## src/hw/smt_pkg.sv

```systemverilog
/*
  Constants for the sixteen-bit match timer channel: register offsets,
  field positions, reset values and output command codes.
  Assumes a 32-bit APB register bus with word-aligned byte addresses.
*/
package smt_pkg;

  localparam int APB_DW = 32;

  // register byte offsets
  localparam logic [7:0] OFF_ENABLE  = 8'h00;
  localparam logic [7:0] OFF_RUN     = 8'h04;
  localparam logic [7:0] OFF_CONTROL = 8'h08;
  localparam logic [7:0] OFF_COMPARE = 8'h0C;
  localparam logic [7:0] OFF_COUNTER = 8'h10;

  // field positions
  localparam int EN_HALT_BIT    = 1;
  localparam int RUN_BIT        = 0;
  localparam int CR_CLK_BIT     = 0;
  localparam int CR_CMD_LO      = 4;
  localparam int CR_CMD_HI      = 5;
  localparam int CR_TOGGLE_BIT  = 7;
  localparam int CR_SPARE_BIT   = 15;

  // reset values
  localparam logic [31:0] RST_WORD = 32'h0000_0000;
  localparam logic        RST_BIT  = 1'b0;
  localparam logic        RST_PIN  = 1'b0;

  // software output command codes
  localparam logic [1:0] CMD_INVERT = 2'h0;
  localparam logic [1:0] CMD_SET    = 2'h1;
  localparam logic [1:0] CMD_CLEAR  = 2'h2;
  localparam logic [1:0] CMD_HOLD   = 2'h3;

  // clock source select values
  localparam logic SRC_SYSCLK = 1'b0;
  localparam logic SRC_TAP    = 1'b1;

endpackage

```

## src/hw/smt_count_if.sv

```systemverilog
/*
  Carrier between the timer's register side and its counter core.
  Assumes both ends sit in the sys_clk domain.
*/
`timescale 1ns/1ps
`default_nettype none
interface smt_count_if #(parameter int W = 16);
  logic         load;
  logic [W-1:0] load_val;
  logic         tick;
  logic [W-1:0] compare;
  logic [W-1:0] count;
  logic         hit;

  modport ctrl
  (
    output load, load_val, tick, compare,
    input  count, hit
  );

  modport core
  (
    input  load, load_val, tick, compare,
    output count, hit
  );
endinterface
`default_nettype wire

```

## src/hw/smt_counter.sv

```systemverilog
/*
  Up-counter core of the match timer: load, count on tick, clear on match.
  Assumes tick and load are synchronous single-cycle qualifiers.
*/
`timescale 1ns/1ps
`default_nettype none
module smt_counter
  import smt_pkg::*;
#(
  parameter int W = 16
)
(
  // clock and reset
  input wire logic sys_clk,
  input wire logic rst,
  // register side
  smt_count_if.core cif
);

  logic [W-1:0] count;
  logic [W-1:0] next_count;
  wire  logic   at_compare;
  wire  logic   hit;

  assign at_compare = (count == cif.compare);
  assign hit        = cif.tick & at_compare;

  // a load from software beats any tick in the same cycle
  assign next_count = cif.load ? cif.load_val
                    : hit      ? '0
                    : cif.tick ? W'(count + W'(1))
                    : count;

  always_ff @(posedge sys_clk)
  begin
    if (rst)
      count <= '0;
    else
      count <= next_count;
  end

  assign cif.count = count;
  assign cif.hit   = hit;

endmodule
`default_nettype wire

```

## src/hw/smt_timer.sv

```systemverilog
/*
  One channel of a sixteen-bit match timer with an APB register slave,
  a toggling output flip-flop and a one-cycle match interrupt pulse.
  Assumes APB signals, the prescaler tap and the debug halt level are all
  synchronous to sys_clk; the tap is a one-cycle enable, not a clock.
*/
// Function
// - run bit 1 lets the counter count on the chosen source; 0 holds it
// - count equal to compare clears to zero and counting continues
// - every compare match raises a match interrupt
// - clearing run stops the counter and keeps its value
// - counter register reads the live count and writes load it
// - compare register holds sixteen bits; software never writes zero
// - control bit 0 picks system clock or first prescaler tap
// - control bit 7 makes each match invert the output; a command 00, 01 or 10 written in the same cycle wins
// - output command 00 invert, 01 set, 10 clear, 11 nothing; reads 11
// - output is low after reset
// - stopped counter leaves the output at its last level
// - halt control 0 pauses counting during debug halt, resumes after
`timescale 1ns/1ps
`default_nettype none
module smt_timer
  import smt_pkg::*;
#(
  parameter int COUNT_W = 16,
  parameter int ADDR_W  = 8
)
(
  // clock and reset
  input  wire logic              sys_clk,
  input  wire logic              rst,
  // apb slave
  input  wire logic [ADDR_W-1:0] paddr,
  input  wire logic              psel,
  input  wire logic              penable,
  input  wire logic              pwrite,
  input  wire logic [APB_DW-1:0] pwdata,
  output logic      [APB_DW-1:0] prdata,
  output logic                   pready,
  output logic                   pslverr,
  // count sources
  input  wire logic              first_prescaler_tap,
  input  wire logic              debug_halt,
  // timer outputs
  output logic                   match_interrupt,
  output logic                   timer_output_pin
);

  generate
    if (COUNT_W < 1 || COUNT_W > 16)
    begin : g_bad_width
      $error("smt_timer: COUNT_W must be 1 to 16");
    end
    if (ADDR_W < 5 || ADDR_W > 8)
    begin : g_bad_addr
      $error("smt_timer: ADDR_W must be 5 to 8");
    end
  endgenerate

  // software-visible state
  logic               halt_ctrl;
  logic               count_run;
  logic               clk_sel;
  logic               toggle_on_match_enable;
  logic               spare_bit;
  logic [COUNT_W-1:0] compare_value;

  // bus decode
  wire logic [7:0] addr8;
  wire logic       setup_phase;
  wire logic       access_done;
  wire logic       wr_done;
  wire logic       sel_enable;
  wire logic       sel_run;
  wire logic       sel_control;
  wire logic       sel_compare;
  wire logic       sel_counter;
  wire logic       addr_mapped;
  wire logic       wr_enable;
  wire logic       wr_run;
  wire logic       wr_control;
  wire logic       wr_compare;
  wire logic       wr_counter;

  // count qualifiers
  wire logic halt_pause;
  wire logic source_tick;
  wire logic count_tick;

  // output command
  wire logic [1:0] software_output_command;
  wire logic       cmd_write;
  wire logic       next_pin;
  wire logic       cmd_invert;
  wire logic       cmd_set;
  wire logic       cmd_clear;
  wire logic       match_toggle;

  // next register values
  wire logic               next_halt_ctrl;
  wire logic               next_count_run;
  wire logic               next_clk_sel;
  wire logic               next_toggle_en;
  wire logic               next_spare_bit;
  wire logic [COUNT_W-1:0] next_compare;
  wire logic               next_match_irq;
  wire logic               next_pready;
  wire logic               next_pslverr;

  // read-back words
  wire logic [APB_DW-1:0] rd_enable;
  wire logic [APB_DW-1:0] rd_run;
  wire logic [APB_DW-1:0] rd_control;
  wire logic [APB_DW-1:0] rd_compare;
  wire logic [APB_DW-1:0] rd_counter;
  wire logic [APB_DW-1:0] rd_word;
  wire logic [APB_DW-1:0] next_prdata;

  smt_count_if #(.W(COUNT_W)) cif ();

  smt_counter #(.W(COUNT_W)) u_counter
  (
    .sys_clk (sys_clk),
    .rst     (rst),
    .cif     (cif)
  );

  // the address may be narrower than a byte; upper bits read as zero
  assign addr8 = 8'(paddr);

  assign sel_enable  = (addr8 == OFF_ENABLE);
  assign sel_run     = (addr8 == OFF_RUN);
  assign sel_control = (addr8 == OFF_CONTROL);
  assign sel_compare = (addr8 == OFF_COMPARE);
  assign sel_counter = (addr8 == OFF_COUNTER);

  assign addr_mapped = sel_enable
                     | sel_run
                     | sel_control
                     | sel_compare
                     | sel_counter;

  // pready rises for the cycle after setup, so no access has a wait state
  assign setup_phase = psel & ~penable;
  assign access_done = psel & penable & pready;
  assign wr_done     = access_done & pwrite & addr_mapped;

  // one write strobe per register; unmapped writes are dropped
  assign wr_enable  = wr_done & sel_enable;
  assign wr_run     = wr_done & sel_run;
  assign wr_control = wr_done & sel_control;
  assign wr_compare = wr_done & sel_compare;
  assign wr_counter = wr_done & sel_counter;

  // halt control 0 means pause while the core is halted
  assign halt_pause  = debug_halt & ~halt_ctrl;

  assign source_tick = (clk_sel == SRC_TAP) ? first_prescaler_tap
                                            : 1'b1;

  // the tap is an enable: a tap held high for two cycles counts twice
  assign count_tick  = count_run & ~halt_pause & source_tick;

  // counter core hookup
  assign cif.tick     = count_tick;
  assign cif.compare  = compare_value;
  assign cif.load     = wr_counter;
  assign cif.load_val = pwdata[COUNT_W-1:0];

  // next register values: hold unless this access writes the register
  assign next_halt_ctrl = wr_enable  ? pwdata[EN_HALT_BIT]   : halt_ctrl;
  assign next_count_run = wr_run     ? pwdata[RUN_BIT]       : count_run;
  assign next_clk_sel   = wr_control ? pwdata[CR_CLK_BIT]    : clk_sel;
  assign next_toggle_en = wr_control ? pwdata[CR_TOGGLE_BIT] : toggle_on_match_enable;
  assign next_spare_bit = wr_control ? pwdata[CR_SPARE_BIT]  : spare_bit;
  assign next_compare   = wr_compare ? pwdata[COUNT_W-1:0]   : compare_value;

  always_ff @(posedge sys_clk)
  begin
    if (rst)
      halt_ctrl <= RST_BIT;
    else
      halt_ctrl <= next_halt_ctrl;
  end

  always_ff @(posedge sys_clk)
  begin
    if (rst)
      count_run <= RST_BIT;
    else
      count_run <= next_count_run;
  end

  // config changes are expected only while stopped; they are not blocked
  always_ff @(posedge sys_clk)
  begin
    if (rst)
      clk_sel <= SRC_SYSCLK;
    else
      clk_sel <= next_clk_sel;
  end

  always_ff @(posedge sys_clk)
  begin
    if (rst)
      toggle_on_match_enable <= RST_BIT;
    else
      toggle_on_match_enable <= next_toggle_en;
  end

  // spare bit is plain storage with no effect on the timer
  always_ff @(posedge sys_clk)
  begin
    if (rst)
      spare_bit <= RST_BIT;
    else
      spare_bit <= next_spare_bit;
  end

  // a zero compare value would match at once and never count; not guarded
  always_ff @(posedge sys_clk)
  begin
    if (rst)
      compare_value <= RST_WORD[COUNT_W-1:0];
    else
      compare_value <= next_compare;
  end

  // output flip-flop: a software command 00, 01 or 10 wins over a match toggle
  assign software_output_command = pwdata[CR_CMD_HI:CR_CMD_LO];
  assign cmd_write = wr_control;

  assign cmd_invert   = cmd_write & (software_output_command == CMD_INVERT);
  assign cmd_set      = cmd_write & (software_output_command == CMD_SET);
  assign cmd_clear    = cmd_write & (software_output_command == CMD_CLEAR);
  assign match_toggle = cif.hit & toggle_on_match_enable;

  assign next_pin = cmd_invert   ? ~timer_output_pin
                  : cmd_set      ? 1'b1
                  : cmd_clear    ? 1'b0
                  : match_toggle ? ~timer_output_pin
                  : timer_output_pin;

  always_ff @(posedge sys_clk)
  begin
    if (rst)
      timer_output_pin <= RST_PIN;
    else
      timer_output_pin <= next_pin;
  end

  // interrupt pulse follows the match edge by one cycle
  assign next_match_irq = cif.hit;

  always_ff @(posedge sys_clk)
  begin
    if (rst)
      match_interrupt <= RST_BIT;
    else
      match_interrupt <= next_match_irq;
  end

  // read-back words
  assign rd_enable = APB_DW'({halt_ctrl, 1'b0});

  assign rd_run = APB_DW'(count_run);

  assign rd_control = APB_DW'({spare_bit,
                               7'h00,
                               toggle_on_match_enable,
                               1'b0,
                               CMD_HOLD,
                               3'h0,
                               clk_sel});

  assign rd_compare = APB_DW'(compare_value);

  // live count, taken in the setup cycle of the read
  assign rd_counter = APB_DW'(cif.count);

  assign rd_word = (pwrite)      ? RST_WORD
                 : sel_enable    ? rd_enable
                 : sel_run       ? rd_run
                 : sel_control   ? rd_control
                 : sel_compare   ? rd_compare
                 : sel_counter   ? rd_counter
                 : RST_WORD;

  // answer stands one cycle; read data falls back to zero after the access
  assign next_pready  = setup_phase;
  assign next_pslverr = setup_phase & ~addr_mapped;
  assign next_prdata  = setup_phase ? rd_word
                      : access_done ? RST_WORD
                      : prdata;

  // apb answer registers
  always_ff @(posedge sys_clk)
  begin
    if (rst)
      pready <= RST_BIT;
    else
      pready <= next_pready;
  end

  always_ff @(posedge sys_clk)
  begin
    if (rst)
      pslverr <= RST_BIT;
    else
      pslverr <= next_pslverr;
  end

  always_ff @(posedge sys_clk)
  begin
    if (rst)
      prdata <= RST_WORD;
    else
      prdata <= next_prdata;
  end

endmodule
`default_nettype wire

```

## config.mk

```make
export PLATFORM = sky130hd
export DESIGN_NAME = smt_timer
export DESIGN_NICKNAME = d
export VERILOG_FILES = /design/src/hw/smt_pkg.sv /design/src/hw/smt_count_if.sv /design/src/hw/smt_counter.sv /design/src/hw/smt_timer.sv
export SDC_FILE = /design/constraint.sdc
export NUM_CORES = 1
export LEC_CHECK = 0
export ABC_AREA = 0
export BUFFER_PORTS_ARGS = -buffer_cell sky130_fd_sc_hd__buf_2
export CAP_MARGIN = 25
export CORE_MARGIN = 8
export CORE_UTILIZATION = 50
export CTS_CLUSTER_SIZE = 10
export DETAILED_ROUTE_END_ITERATION = 8
export PLACE_DENSITY = 0.85
export SLEW_MARGIN = 15
export SYNTH_ARGS = -nofsm -noshare
export SYNTH_HDL_FRONTEND = slang
export SYNTH_SLANG_ARGS = --single-unit
```

## constraint.sdc

```tcl
create_clock -name sys_clk -period 2.5 [get_ports sys_clk]
set_clock_uncertainty 0.15 [all_clocks]
set_input_delay 0.125 -clock sys_clk [delete_from_list [all_inputs] [get_ports sys_clk]]
set_output_delay 0.125 -clock sys_clk [all_outputs]
set_load 0.03 [all_outputs]
```

==> flow_metrics.tcl <==
set metrics [dict create \
    status "completed" \
    ys_warn_count 0 \
    grt_pass1_vias 2909 \
    n_antenna_cell 0 \
    critical_path_arrival_ns 2.35 \
    power.density_mw_per_mm2 551 \
    cp-end-kind "flip-flop" \
    drtIter0Drc 356 \
    ir_drop_mv 0.338 \
    cts_setup_buffers 0 \
    drive_above_1_share_pct 18.4 \
    final-seq-area_mm2 0.00114 \
    max_freq_mhz 439 \
    cp_max_fo 9 \
    cts.sinks 57 \
    cp-start-kind "flip-flop" \
    ant_nets 0 \
    syn_inst 385 \
    grt_pass1_wl_um 14000 \
    cp_slowest_cell "dfxtp_1" \
    pwr-share-comb_pct 6.9 \
    r2r_end "u_counter.cif.count[15]" \
    die_y_um 94.7 \
    setup.worst_path.start "u_counter.cif.count[2]" \
    synth_common_cells "57 x dfxtp_1, 40 x nand2_1, 29 x a21oi_1, 29 x nor2_1, 27 x nand3_1" \
    ys_types 52 \
    hpwl_um 6080 \
    core-area_mm2 0.00596 \
    multiInputGateArea_mm2 0.00170 \
    wl_per_cell_um 16.3 \
    worstMarginPinSlew_ns 0.807 \
    fin_setup_tns_ns 0 \
    rows 28 \
    grt_max_degree 31 \
    placement.cell_area_mm2 0.00330 \
    p_switching_uw 454 \
    synth_area_mm2 0.00310 \
    die_x_um 94.7 \
    syn_to_final_growth_pct 20.2 \
    clk_latency_ns 0.35 \
    grt_use_total_pct 19.8 \
    cts.path.max_buffers 2 \
    clockPowerShare_pct 48.7 \
    r2r_setup_slack_ns 0.22 \
    synth-seq-area-share_pct 36.8 \
    hold_viol_final 0 \
    start_util_pct 52.0 \
    synthTopCellsByArea "dfxtp_1 37%, nand2_1 4.8%, xnor2_1 4.8%, a21oi_1 4.7%, buf_4 4.6%" \
    r2r_start "u_counter.cif.count[2]" \
    hp-class "in2reg" \
    hold-path-cell-count 3 \
    antenna_found_initial 0 \
    p_leak_uw 0.00139 \
    cap_violations 0 \
    max_stage_delay_ns 0.48 \
    worstPathRequired_ns 2.57 \
    synth_flop_cell "dfxtp_1" \
    synth_top_area_share_pct 36.8 \
    period_needed_ns 2.28 \
    cts_made_buffers 9 \
    internal_power_uw 1600 \
    drc 0 \
    async_flop_share_pct 0 \
    dr.pass1.iters 5 \
    switching_share_pct 22.1 \
    fin_area_mm2 0.00372 \
    r2r_cells 7 \
    ys_seq_elements 57 \
    viasPerCell 5.80 \
    holdBufCountCts 19 \
    timing.final.crit_share_pct 91.1 \
    fin_util_pct 62.5 \
    place_congestion 0.914 \
    pwr-share-seq_pct 44.4 \
    finalSetupViolCount 0 \
    path_cells "xnor2_1 > nand4_1 > nor4_4 > buf_4 > nand2b_1 > o31a_1 > a211oi_1" \
    io_pins 83 \
    tritoncts "built" \
    gr-total-overflow 0 \
    yosysMostFrequentCell "dfxtp_1" \
    rsz0062_at_grt "no" \
    min_from "pwrite" \
    synth_edf_count 0 \
    cts_resized 0 \
    fill_cells 527 \
    final_max_slew_viol_count 0 \
    critical_path_class "reg2reg" \
    synth_area_leader_cell "dfxtp_1" \
    die_area_mm2 0.00897 \
    slew_headroom_pct 46.1 \
    wirelength_um 8590 \
    port_buffers 50 \
    worstHoldEndpoint "prdata[1]" \
    layout.nets 496 \
    clkTransAtPathRegs_ns 0.07 \
    cts_root_buf "clkbuf_8" \
    via_count 3057 \
    htreeDepth 3 \
    syn_area_per_cell_um2 8.05 \
]
==> layer usage <==
metal / global-route usage (%) / wire, um / part of all wire (%) / vias up
li1: - / - / - / 1474
met1: 24.3 / 3500 / 41 / 1439
met5: 0 / 0 / 0 / -
met4: 9.10 / 140 / 1.6 / 0
met3: 5.48 / 799 / 9.3 / 14
met2: 31.6 / 4150 / 48 / 130
==> layout by cell type, fill, tap and decap left out, drive strengths merged, types with 5 or more instances in the layout <==
cell	n
or3	5
a31oi	6
buf	62
a21oi	29
nor2b	6
dlygate4sd3	19
inv	7
nand2	40
xnor2	17
mux2i	7
nor3	12
dfxtp	57
nand4	7
conb	16
nand3	27
a22oi	11
o21ai	28
clkbuf	13
a211oi	9
nor2	30
==> power groups by stage <==
stage	Sequential [uW]	Combinational [uW]	Clock, uW
after floorplan	933	88.4	0
after global routing	910	152	1060
final	910	142	999
after CTS	910	138	1010
after detailed placement	930	114	0
after global placement	930	112	0
==> area by class of cell <==
class | instances | area share [%]
flip-flops and latches | 57 | 30.6
clock buffers | 13 | 4.54
well taps | 75 | 2.52
clock inverters | 2 | 1.61
inverters | 7 | 0.706
repair buffers | 81 | 14.2
multi-input cells | 292 | 45.7
==> stage by stage <==
step	hold slack, ns	power (uW)	setup WS, ns	instances
global placement	0.242	1040	0.285	493
detailed placement	0.249	1040	0.240	493
CTS	0.00591	2060	0.287	527
floorplan	0.119	1020	0.535	400
finish	0.0587	2050	0.223	527
global route	0.0559	2130	0.0330	527
==> logic make-up (layout without fill, tap and decap cells) <==
family	count (synthesis)	in the layout	share of synthesized area, %
xor+xnor	18	18	5.09
other cells	1	16	0.121
compound gates	103	103	20.7
buf+inv	51	103	10.0
simple gates	147	147	24.6
flops	57	57	36.8
fa+ha+maj	1	1	0.404
mux	7	7	2.26
==> state kept, by name (all words and copies together), names as in the netlist <==
name / cells
cif.compare: 16
clk_sel: 1
count_run: 1
halt_ctrl: 1
match_interrupt: 1
prdata: 16
pready: 1
pslverr: 1
spare_bit: 1
timer_output_pin: 1
toggle_on_match_enable: 1
u_counter.cif.count: 16
==> how the worst max path moves through the flow <==
stage	endpoint	slack, ns	depth (start not counted)
finish	u_counter.cif.count[15]	0.22	7
global route	u_counter.cif.count[12]	0.03	7
CTS	u_counter.cif.count[15]	0.29	7
detailed placement	cif.compare[14]	0.24	7
global placement	cif.compare[15]	0.28	7
floorplan	u_counter.cif.count[5]	0.54	8
==> worst max-delay path: cells and delay by family, from the launching register on <==
family | cells | cell delay, ns
xor+xnor | 1 | 0.18
buf+inv | 1 | 0.21
compound gates | 2 | 0.25
flops | 1 | 0.48
simple gates | 3 | 0.88
(Power assumes the default switching activity.)
